===== src/core/adc_seq_defs.svh =====
// constants for the converter sequence and flag control block
// assumes an 8-bit register port and a 200 MHz sys_clk
//
// Overview of operation
// - software picks single or continuous runs on one channel or a channel sequence
// - entering stop mode aborts a running sequence; leaving it restarts that sequence
// - the stop-mode restart acts like a start register write, clearing all flags
// - run and wait modes behave the same; conversions carry on while the cpu waits
// - in debug freeze the two freeze bits pick continue, finish current, or stop
// - done flag n is set when conversion at sequence position n ends
// - with compare on for n, flag n sets only on a true compare; result dropped
// - compare irq enable with a compare-qualified flag set requests a compare interrupt
// - any write to the sequence start register clears every done flag
// - fast clear off: writing one to a flag bit clears it, zero leaves it
// - fast clear on, compare off for n: reading result n clears flag n
// - fast clear on, compare on for n: writing result n clears flag n
// - start clear beats a coincident set; other clears lose to the set
// - resolution is selectable as 8, 10 or 12 bits
// - the engine finds the result by successive approximation binary search
// - the engine is powered down whenever no conversion is running
// - the input mux routes exactly one of eight channels per conversion
// - sample phase connects the input to the storage node; hold disconnects it
`ifndef ADC_SEQ_DEFS_SVH
`define ADC_SEQ_DEFS_SVH

`define ADC_OFS_CONFIG 8'h02
`define ADC_OFS_SEQ_LEN 8'h03
`define ADC_OFS_START 8'h05
`define ADC_OFS_BUSY 8'h06
`define ADC_OFS_CMP_EN 8'h08
`define ADC_OFS_CMP_GT 8'h09
`define ADC_OFS_DONE 8'h0a
`define ADC_OFS_RESULT 8'h10
`define ADC_OFS_RESULT_END 8'h1f

// config register fields
`define ADC_CFG_RES_LSB 0
`define ADC_CFG_FFC_BIT 2
`define ADC_CFG_CIRQ_BIT 3
`define ADC_CFG_FRZ_LSB 4
// start register fields
`define ADC_START_SCAN_BIT 0
`define ADC_START_MULT_BIT 1
`define ADC_START_CH_LSB 2

`define ADC_RST_CONFIG 8'h00
`define ADC_RST_SEQ_LEN 3'h0
`define ADC_RST_CMP 8'h00

`define ADC_CLK_NS 5
`define ADC_SAMPLE_NS 20
`define ADC_SAMPLE_CYC ((`ADC_SAMPLE_NS + `ADC_CLK_NS - 1) / `ADC_CLK_NS)

`endif


===== src/core/adc_seq_pkg.sv =====
// types shared by the converter sequence and flag control block
// assumes the constants header for field widths
package adc_seq_pkg;

    typedef enum logic [1:0] {
        ST_IDLE = 2'b00,
        ST_SAMPLE = 2'b01,
        ST_CONVERT = 2'b11,
        ST_DONE = 2'b10
    } conv_state_e;

    typedef enum logic [1:0] {
        FRZ_CONTINUE = 2'b00,
        FRZ_FINISH = 2'b01,
        FRZ_STOP = 2'b10,
        FRZ_STOP_ALT = 2'b11
    } freeze_sel_e;

    typedef struct packed {
        conv_state_e st;
        logic [2:0] pos;
        logic [2:0] ch;
        logic [3:0] cnt;
        logic [3:0] bitn;
        logic [11:0] sar;
        logic [7:0] flags;
        logic [1:0] res;
        logic ffc;
        logic cirq;
        logic [1:0] frz;
        logic [2:0] len;
        logic scan;
        logic mult;
        logic [2:0] chan;
        logic [7:0] compare_enable_bits;
        logic [7:0] compare_greater_sel;
        logic aborted;
        logic stop_d;
        logic [7:0] rreg;
        logic rmem;
        logic rhi;
    } ctl_s;

endpackage


===== src/core/result_mem.sv =====
// result and compare value store, one write port with bit mask, two read ports
// assumes the owner never needs read data before the cycle after the address
`timescale 1ns/1ps
module result_mem #(
    parameter int W = 12,
    parameter int D = 8,
    parameter int AW = 3
) (
    input wire logic sys_clk,
    input wire logic we,
    input wire logic [AW-1:0] waddr,
    input wire logic [W-1:0] wdata,
    input wire logic [W-1:0] wmask,
    input wire logic [AW-1:0] raddr_a,
    input wire logic [AW-1:0] raddr_b,
    output logic [W-1:0] rdata_a,
    output logic [W-1:0] rdata_b
);

    typedef struct packed {
        logic [D-1:0][W-1:0] mem;
        logic [W-1:0] ra;
        logic [W-1:0] rb;
    } mem_s;

    mem_s m_ff;
    mem_s nxt_m;

    always_comb begin
        nxt_m = m_ff;
        nxt_m.ra = m_ff.mem[raddr_a];
        nxt_m.rb = m_ff.mem[raddr_b];
        if (we) begin
            nxt_m.mem[waddr] = (m_ff.mem[waddr] & ~wmask) | (wdata & wmask);
        end
    end

    // no reset: contents are undefined until software or a conversion writes them
    always_ff @(posedge sys_clk) begin
        m_ff <= nxt_m;
    end

    assign rdata_a = m_ff.ra;
    assign rdata_b = m_ff.rb;

endmodule


===== src/core/adc_sequence_flag_control.sv =====
// sequencing, successive approximation engine and done-flag logic of the converter
// assumes synchronous mode inputs and a comparator that answers dac_code in the same cycle
//
// Design decision made here: the address-and-strobe port.
`timescale 1ns/1ps
`include "adc_seq_defs.svh"
module adc_sequence_flag_control #(
    parameter int SAMPLE_CYC = `ADC_SAMPLE_CYC
) (
    input wire logic sys_clk,
    input wire logic rstn,
    input wire logic [7:0] addr,
    input wire logic [7:0] wdata,
    input wire logic wr,
    input wire logic rd,
    output logic [7:0] rdata,
    input wire logic stop_mode,
    input wire logic freeze_mode,
    input wire logic comp_in,
    output logic [2:0] mux_sel,
    output logic sample_en,
    output logic sar_power_en,
    output logic [11:0] dac_code,
    output logic busy,
    output logic cmp_irq
);

    adc_seq_pkg::ctl_s s_ff;
    adc_seq_pkg::ctl_s nxt_s;

    logic wr_start;
    logic wr_done;
    logic wr_res;
    logic rd_res;
    logic res_sel_hi;
    logic [2:0] res_idx;
    logic restart;
    logic start_any;
    logic frozen_hold;
    logic finish_hold;
    logic last_bit;
    logic cmp_true;
    logic conv_end;
    logic store_conv;
    logic [3:0] low_bit;
    logic [7:0] set_v;
    logic [7:0] clr_v;
    logic [7:0] pos_oh;
    logic [11:0] mem_a;
    logic [11:0] mem_b;
    logic [11:0] mem_wdata;
    logic [11:0] mem_wmask;
    logic mem_we;

    assign wr_start = wr && addr == `ADC_OFS_START;
    assign wr_done = wr && addr == `ADC_OFS_DONE;
    assign res_sel_hi = ~addr[0];
    assign res_idx = addr[3:1];
    assign wr_res = wr && addr >= `ADC_OFS_RESULT && addr <= `ADC_OFS_RESULT_END;
    assign rd_res = rd && addr >= `ADC_OFS_RESULT && addr <= `ADC_OFS_RESULT_END;

    assign restart = !stop_mode && s_ff.stop_d && s_ff.aborted;
    assign start_any = wr_start || restart;

    // finish-current holds only between conversions, stop holds every state
    assign finish_hold = freeze_mode && s_ff.frz == adc_seq_pkg::FRZ_FINISH;
    assign frozen_hold = freeze_mode && s_ff.frz[1];

    // lowest trial bit: 8 bits stops at 4, 10 at 2, 12 at 0
    assign low_bit = s_ff.res[1] ? 4'h0 : (s_ff.res[0] ? 4'h2 : 4'h4);
    assign last_bit = s_ff.bitn == low_bit;

    assign cmp_true = s_ff.compare_greater_sel[s_ff.pos] ? (s_ff.sar > mem_b) : (s_ff.sar <= mem_b);
    assign conv_end = s_ff.st == adc_seq_pkg::ST_DONE;
    assign store_conv = conv_end && !s_ff.compare_enable_bits[s_ff.pos];

    // conversion store takes the port; a coincident software result write is dropped
    assign mem_we = store_conv || wr_res;
    assign mem_wdata = store_conv ? s_ff.sar : {wdata[3:0], wdata};
    assign mem_wmask = store_conv ? 12'hfff : (res_sel_hi ? 12'hf00 : 12'h0ff);

    result_mem #(
        .W(12),
        .D(8),
        .AW(3)
    ) u_mem (
        .sys_clk(sys_clk),
        .we(mem_we),
        .waddr(store_conv ? s_ff.pos : res_idx),
        .wdata(mem_wdata),
        .wmask(mem_wmask),
        .raddr_a(res_idx),
        .raddr_b(s_ff.pos),
        .rdata_a(mem_a),
        .rdata_b(mem_b)
    );

    genvar n;
    generate
        for (n = 0; n < 8; n++) begin : g_flag
            assign pos_oh[n] = s_ff.pos == 3'(n);
            assign set_v[n] = conv_end && pos_oh[n] && (!s_ff.compare_enable_bits[n] || cmp_true);
            assign clr_v[n] = (!s_ff.ffc && wr_done && wdata[n])
                || (s_ff.ffc && !s_ff.compare_enable_bits[n] && rd_res && res_idx == 3'(n))
                || (s_ff.ffc && s_ff.compare_enable_bits[n] && wr_res && res_idx == 3'(n));
        end
    endgenerate

    always_comb begin
        nxt_s = s_ff;
        nxt_s.stop_d = stop_mode;
        // start clear first, then set beats the software clears
        nxt_s.flags = start_any ? 8'h00 : ((s_ff.flags & ~clr_v) | set_v);

        if (wr) begin
            case (addr)
                `ADC_OFS_CONFIG: begin
                    nxt_s.res = wdata[`ADC_CFG_RES_LSB +: 2];
                    nxt_s.ffc = wdata[`ADC_CFG_FFC_BIT];
                    nxt_s.cirq = wdata[`ADC_CFG_CIRQ_BIT];
                    nxt_s.frz = wdata[`ADC_CFG_FRZ_LSB +: 2];
                end
                `ADC_OFS_SEQ_LEN: nxt_s.len = wdata[2:0];
                `ADC_OFS_START: begin
                    nxt_s.scan = wdata[`ADC_START_SCAN_BIT];
                    nxt_s.mult = wdata[`ADC_START_MULT_BIT];
                    nxt_s.chan = wdata[`ADC_START_CH_LSB +: 3];
                end
                `ADC_OFS_CMP_EN: nxt_s.compare_enable_bits = wdata;
                `ADC_OFS_CMP_GT: nxt_s.compare_greater_sel = wdata;
                default: ;
            endcase
        end

        nxt_s.rmem = rd_res;
        nxt_s.rhi = res_sel_hi;
        case (addr)
            `ADC_OFS_CONFIG: nxt_s.rreg = {2'h0, s_ff.frz, s_ff.cirq, s_ff.ffc, s_ff.res};
            `ADC_OFS_SEQ_LEN: nxt_s.rreg = {5'h00, s_ff.len};
            `ADC_OFS_START: nxt_s.rreg = {3'h0, s_ff.chan, s_ff.mult, s_ff.scan};
            `ADC_OFS_BUSY: begin
                nxt_s.rreg = {3'h0, s_ff.pos, s_ff.aborted, s_ff.st != adc_seq_pkg::ST_IDLE};
            end
            `ADC_OFS_CMP_EN: nxt_s.rreg = s_ff.compare_enable_bits;
            `ADC_OFS_CMP_GT: nxt_s.rreg = s_ff.compare_greater_sel;
            `ADC_OFS_DONE: nxt_s.rreg = s_ff.flags;
            default: nxt_s.rreg = 8'h00;
        endcase

        // wait mode has no input here: the engine runs regardless of it
        case (s_ff.st)
            adc_seq_pkg::ST_IDLE: ;
            adc_seq_pkg::ST_SAMPLE: begin
                if (!(frozen_hold || (finish_hold && s_ff.cnt == 4'h0))) begin
                    if (s_ff.cnt == 4'(SAMPLE_CYC - 1)) begin
                        nxt_s.st = adc_seq_pkg::ST_CONVERT;
                        nxt_s.cnt = 4'h0;
                        nxt_s.bitn = 4'hb;
                        nxt_s.sar = 12'h800;
                    end else begin
                        nxt_s.cnt = s_ff.cnt + 4'h1;
                    end
                end
            end
            adc_seq_pkg::ST_CONVERT: begin
                if (!frozen_hold) begin
                    // keep the trial bit when the sample is at or above the trial level
                    if (!comp_in) begin
                        nxt_s.sar[s_ff.bitn] = 1'b0;
                    end
                    if (last_bit) begin
                        nxt_s.st = adc_seq_pkg::ST_DONE;
                    end else begin
                        nxt_s.bitn = s_ff.bitn - 4'h1;
                        nxt_s.sar[s_ff.bitn - 4'h1] = 1'b1;
                    end
                end
            end
            adc_seq_pkg::ST_DONE: begin
                // freeze stop also parks the done step, so the position waits; the flag still sets on entering it
                if (!frozen_hold) begin
                    if (s_ff.pos == s_ff.len) begin
                        nxt_s.pos = 3'h0;
                        nxt_s.st = s_ff.scan ? adc_seq_pkg::ST_SAMPLE : adc_seq_pkg::ST_IDLE;
                    end else begin
                        nxt_s.pos = s_ff.pos + 3'h1;
                        nxt_s.st = adc_seq_pkg::ST_SAMPLE;
                    end
                    nxt_s.ch = s_ff.mult ? s_ff.chan + nxt_s.pos : s_ff.chan;
                    nxt_s.cnt = 4'h0;
                end
            end
            default: nxt_s.st = adc_seq_pkg::ST_IDLE;
        endcase

        if (start_any) begin
            nxt_s.st = adc_seq_pkg::ST_SAMPLE;
            nxt_s.pos = 3'h0;
            nxt_s.cnt = 4'h0;
            nxt_s.aborted = 1'b0;
            nxt_s.ch = wr_start ? wdata[`ADC_START_CH_LSB +: 3] : s_ff.chan;
        end
        if (stop_mode && s_ff.st != adc_seq_pkg::ST_IDLE) begin
            nxt_s.st = adc_seq_pkg::ST_IDLE;
            nxt_s.aborted = 1'b1;
        end
    end

    always_ff @(posedge sys_clk or negedge rstn) begin
        if (!rstn) begin
            s_ff <= '0;
        end else begin
            s_ff <= nxt_s;
        end
    end

    assign rdata = s_ff.rmem ? (s_ff.rhi ? {4'h0, mem_a[11:8]} : mem_a[7:0]) : s_ff.rreg;
    assign mux_sel = s_ff.ch;
    assign sample_en = s_ff.st == adc_seq_pkg::ST_SAMPLE;
    assign sar_power_en = s_ff.st == adc_seq_pkg::ST_CONVERT;
    assign dac_code = s_ff.sar;
    assign busy = s_ff.st != adc_seq_pkg::ST_IDLE;
    // level request: stays while any compare-qualified flag stands
    assign cmp_irq = s_ff.cirq && |(s_ff.flags & s_ff.compare_enable_bits);
endmodule


===== config.mk =====
export PLATFORM = sky130hd
export DESIGN_NAME = adc_sequence_flag_control
export DESIGN_NICKNAME = d
export VERILOG_FILES = /design/src/core/adc_seq_pkg.sv /design/src/core/result_mem.sv /design/src/core/adc_sequence_flag_control.sv
export VERILOG_INCLUDE_DIRS = /design/src /design/src/core
export SDC_FILE = /design/constraint.sdc
export NUM_CORES = 1
export LEC_CHECK = 0
export BUFFER_PORTS_ARGS = -buffer_cell sky130_fd_sc_hd__buf_4
export CORE_ASPECT_RATIO = 0.7
export CORE_MARGIN = 2
export CORE_UTILIZATION = 60
export DETAILED_ROUTE_END_ITERATION = 10
export PLACE_DENSITY = 0.79
export SYNTH_ARGS = -nofsm -noshare
export SYNTH_HDL_FRONTEND = slang
export SYNTH_SLANG_ARGS = --single-unit
export TNS_END_PERCENT = 10

===== constraint.sdc =====
create_clock -name sys_clk -period 4.1 [get_ports sys_clk]
set_clock_uncertainty 0.2 [all_clocks]
set_input_delay 0.82 -clock sys_clk [delete_from_list [all_inputs] [get_ports sys_clk]]
set_output_delay 0.82 -clock sys_clk [all_outputs]
set_load 0.01 [all_outputs]

==> results.sh <==
export IMPL_outcome="complete, no violations"
export IMPL_drt_iter0_markers=1612
export IMPL_end_kind="flop"
export IMPL_timing_fmax_mhz=272
export IMPL_fin_crit_sh_pct=89.5
export IMPL_max_cap_violations=0
export IMPL_die_w_um=166
export IMPL_pwr_share_comb_pct=28.9
export IMPL_vias=8708
export IMPL_start_util_pct=61.3
export IMPL_p_sw_share_pct=34.1
export IMPL_die_h_um=118
export IMPL_crit_top_cell="buf_4"
export IMPL_rsz0062_at_grt="false"
export IMPL_cts_tree="yes"
export IMPL_critPathLaunchType="flop"
export IMPL_ys_ff_latch=198
export IMPL_path_delay_family="compound AO/OA/AOI/OAI gates"
export IMPL_grt_pass1_vias=8386
export IMPL_final_antenna_net_count=0
export IMPL_syn_num_nets=997
export IMPL_setup_worst_path_start="s_ff[75]"
export IMPL_layout_setup_ws_ps=430
export IMPL_slew_headroom_pct=30.3
export IMPL_synth_edf_count=96
export IMPL_drt_wl_total_mm=32.1
export IMPL_row_count=41
export IMPL_dp_hpwl_mm=22.4
export IMPL_finalHoldViolCount=0
export IMPL_die_area_um2=19600
export IMPL_critPathCapture="u_mem.m_ff[72]"
export IMPL_syn_area_um2=11100
export IMPL_avgViaCountPerCell=7.02
export IMPL_clockBufferDepth=2
export IMPL_max_vdd_ir_drop_uv=276
export IMPL_crit_slowest_cell="dfrtp_1"
export IMPL_wire_per_inst_um=25.9
export IMPL_cp_buffers_inverters=2
export IMPL_place_gp_congestion=0.990
export IMPL_gr_total_overflow=0
export IMPL_seq_area_frac_synth_pct=48.0
export IMPL_ff2ff_path_depth=9
export IMPL_root_buffer="clkbuf_16"
export IMPL_port_buffers=49
export IMPL_path_clk_slew_ps=80
export IMPL_layout_nets=1040
export IMPL_synthTopCellsByCount="nand2_1, edfxtp_1, dfrtp_1, mux4_2, o21ai_0"
export IMPL_cts_buffers=17
export IMPL_drive_above_1_share_pct=23.5
export IMPL_intPower_mw=3.90
export IMPL_cts_sinks=198
export IMPL_antennaDiodeCount=0
export IMPL_fin_tns_setup_ps=0
export IMPL_tightest_slew_ps=1040
export IMPL_r2r_end="u_mem.m_ff[72]"
export IMPL_finalSetupViolations=0
export IMPL_antenna_found_initial=0
export IMPL_p_seq_share_pct=43.3
export IMPL_place_ws_ps=585
export IMPL_yosysTopAreaCell="edfxtp_1"
export IMPL_grt_pass1_wl_mm=49.4
export IMPL_cts_resized=0
export IMPL_gr_usage_all_layers_pct=33.4
export IMPL_cp_required_ps=4030
export IMPL_synth_most_common_cell="nand2_1"
export IMPL_switchingPower_mw=2.02
export IMPL_dr_pass1_iters=7
export IMPL_path_max_fanout=14
export IMPL_syn_inst=948
export IMPL_cts_hold_buf=0
export IMPL_area_growth_syn_to_layout_pct=11.0
export IMPL_path_class="flop to flop"
export IMPL_crit_chain="buf_4, nor2b_1, a222oi_1, and2_1, mux2i_2, buf_4, o311ai_1, a2111oi_0, nor2_1"
export IMPL_synth_top_area_share_pct=26.0
export IMPL_grt_max_degree=60
export IMPL_drv_slew=0
export IMPL_clk_latency_ps=440
export IMPL_synth_cell_types=63
export IMPL_powerDensity_nw_per_um2=482
export IMPL_synth_avg_cell_area_um2=11.7
export IMPL_cp_depth=9
export IMPL_synth_flop_cell="edfxtp_1"
export IMPL_cp_arrival_ps=3600
export IMPL_power_frac_clock_pct=27.9
export IMPL_coreArea_um2=18100
export IMPL_ioPinCount=50
export IMPL_drc=0
export IMPL_hold_path_class="primary input to async pin"
export IMPL_timing_rr_start="s_ff[75]"
export IMPL_yosysWarnings=0
export IMPL_p_leak_nw=5.00
export IMPL_post_cts_buffers=0
export IMPL_min_period_ps=3670
export IMPL_reg2reg_slack_ps=430
export IMPL_htree_levels=4
export IMPL_postSynth_asyncResetShare_pct=39.4
export IMPL_yosys_top_cells_area="edfxtp_1, dfrtp_1, mux4_2, mux2_2, mux2i_1"
export IMPL_cp_slowest_stage_delay_ps=510
## kinds of logic after synthesis
kind of cell / count (synthesis) / share of synthesized area, %
multiplexers: 161 / 21.2
AO/OA/AOI/OAI: 181 / 10.9
buffers and inverters: 106 / 4.49
adder cells (fa/ha/maj): 26 / 3.01
XOR/XNOR: 7 / 0.554
flip-flops: 198 / 48.0
AND/OR/NAND/NOR: 269 / 11.8
## placed cells by master, fill, tap and decap left out, types with 10 or more instances in the layout
cell	netlist	layout
ha_1	25	25
nor2b_1	13	13
or3_1	12	12
dfrtp_1	78	77
mux2_2	49	49
edfxtp_1	96	96
nand2_1	101	101
buf_4	16	92
mux2i_1	50	49
nand3_1	18	18
mux4_2	53	53
nor3_1	27	27
a21oi_1	26	26
a22oi_1	17	17
clkbuf_16	0	18
inv_1	36	36
dfxtp_1	24	24
o21ai_0	51	51
and3_1	10	10
a31oi_1	18	18
a21o_1	11	11
nor2_1	46	46
## routing by layer
layer / GRT usage, % / up-vias / part of all wire, %
li1: - / 3678 / -
met1: 48.9 / 4290 / 40
met2: 46.8 / 656 / 42
met3: 12.5 / 84 / 15
met4: 9.32 / 0 / 2.3
met5: 0 / - / 0
## power by group through the flow
| stage | registers [mW] | logic [mW] | clock network [mW] |
|---|---|---|---|
| after floorplan | 2.51 | 1.21 | 0 |
| after global placement | 2.59 | 1.61 | 0 |
| after detailed placement | 2.60 | 1.65 | 0 |
| after CTS | 2.56 | 1.67 | 1.65 |
| after global routing | 2.58 | 1.84 | 1.74 |
| final | 2.56 | 1.71 | 1.65 |
## per-stage QoR
step | power (mW) | instances | hold slack, ps | utilization [%] | instance area [µm²]
floorplan | 3.72 | 948 | 250 | - | 11100
global placement | 4.20 | 1208 | 269 | 64.9 | 11700
detailed placement | 4.25 | 1208 | 272 | 64.9 | 11700
CTS | 5.88 | 1240 | 270 | 68.1 | 12300
global route | 6.16 | 1240 | 300 | 68.1 | 12300
finish | 5.92 | 1240 | 246 | 68.1 | 12300
## how the worst min path moves through the flow
| stage | startpoint | endpoint | slack, ps |
|---|---|---|---|
| floorplan | mux_sel[0] | mux_sel[0] | 250 |
| global placement | mux_sel[1] | mux_sel[1] | 270 |
| detailed placement | mux_sel[1] | mux_sel[1] | 270 |
| CTS | rstn | dac_code[11] | 270 |
| global route | rstn | dac_code[11] | 300 |
| finish | rstn | dac_code[11] | 250 |
## state kept, by name, indices dropped and copies added (netlist names)
register       cells
dac_code          12
mux_sel            3
s_ff              63
u_mem.m_ff        96
u_mem.rdata_a     12
u_mem.rdata_b     12
## area by class of cell
type | instances | area [µm²]
clock buffers | 19 | 464
clock inverters | 13 | 105
fillers | 1308 | 5760
inverters | 37 | 139
multi-input cells | 644 | 5260
flip-flops and latches | 198 | 5320
well taps | 236 | 295
repair buffers | 93 | 711
## worst register-to-register path, stage by stage, from the launching register on
cell	delay [ps]
dfrtp_1	510
buf_4	290
nor2b_1	100
a222oi_1	390
and2_1	270
mux2i_2	450
buf_4	320
o311ai_1	130
a2111oi_0	450
nor2_1	240
Note: power is estimated with default switching activity, not from simulation.
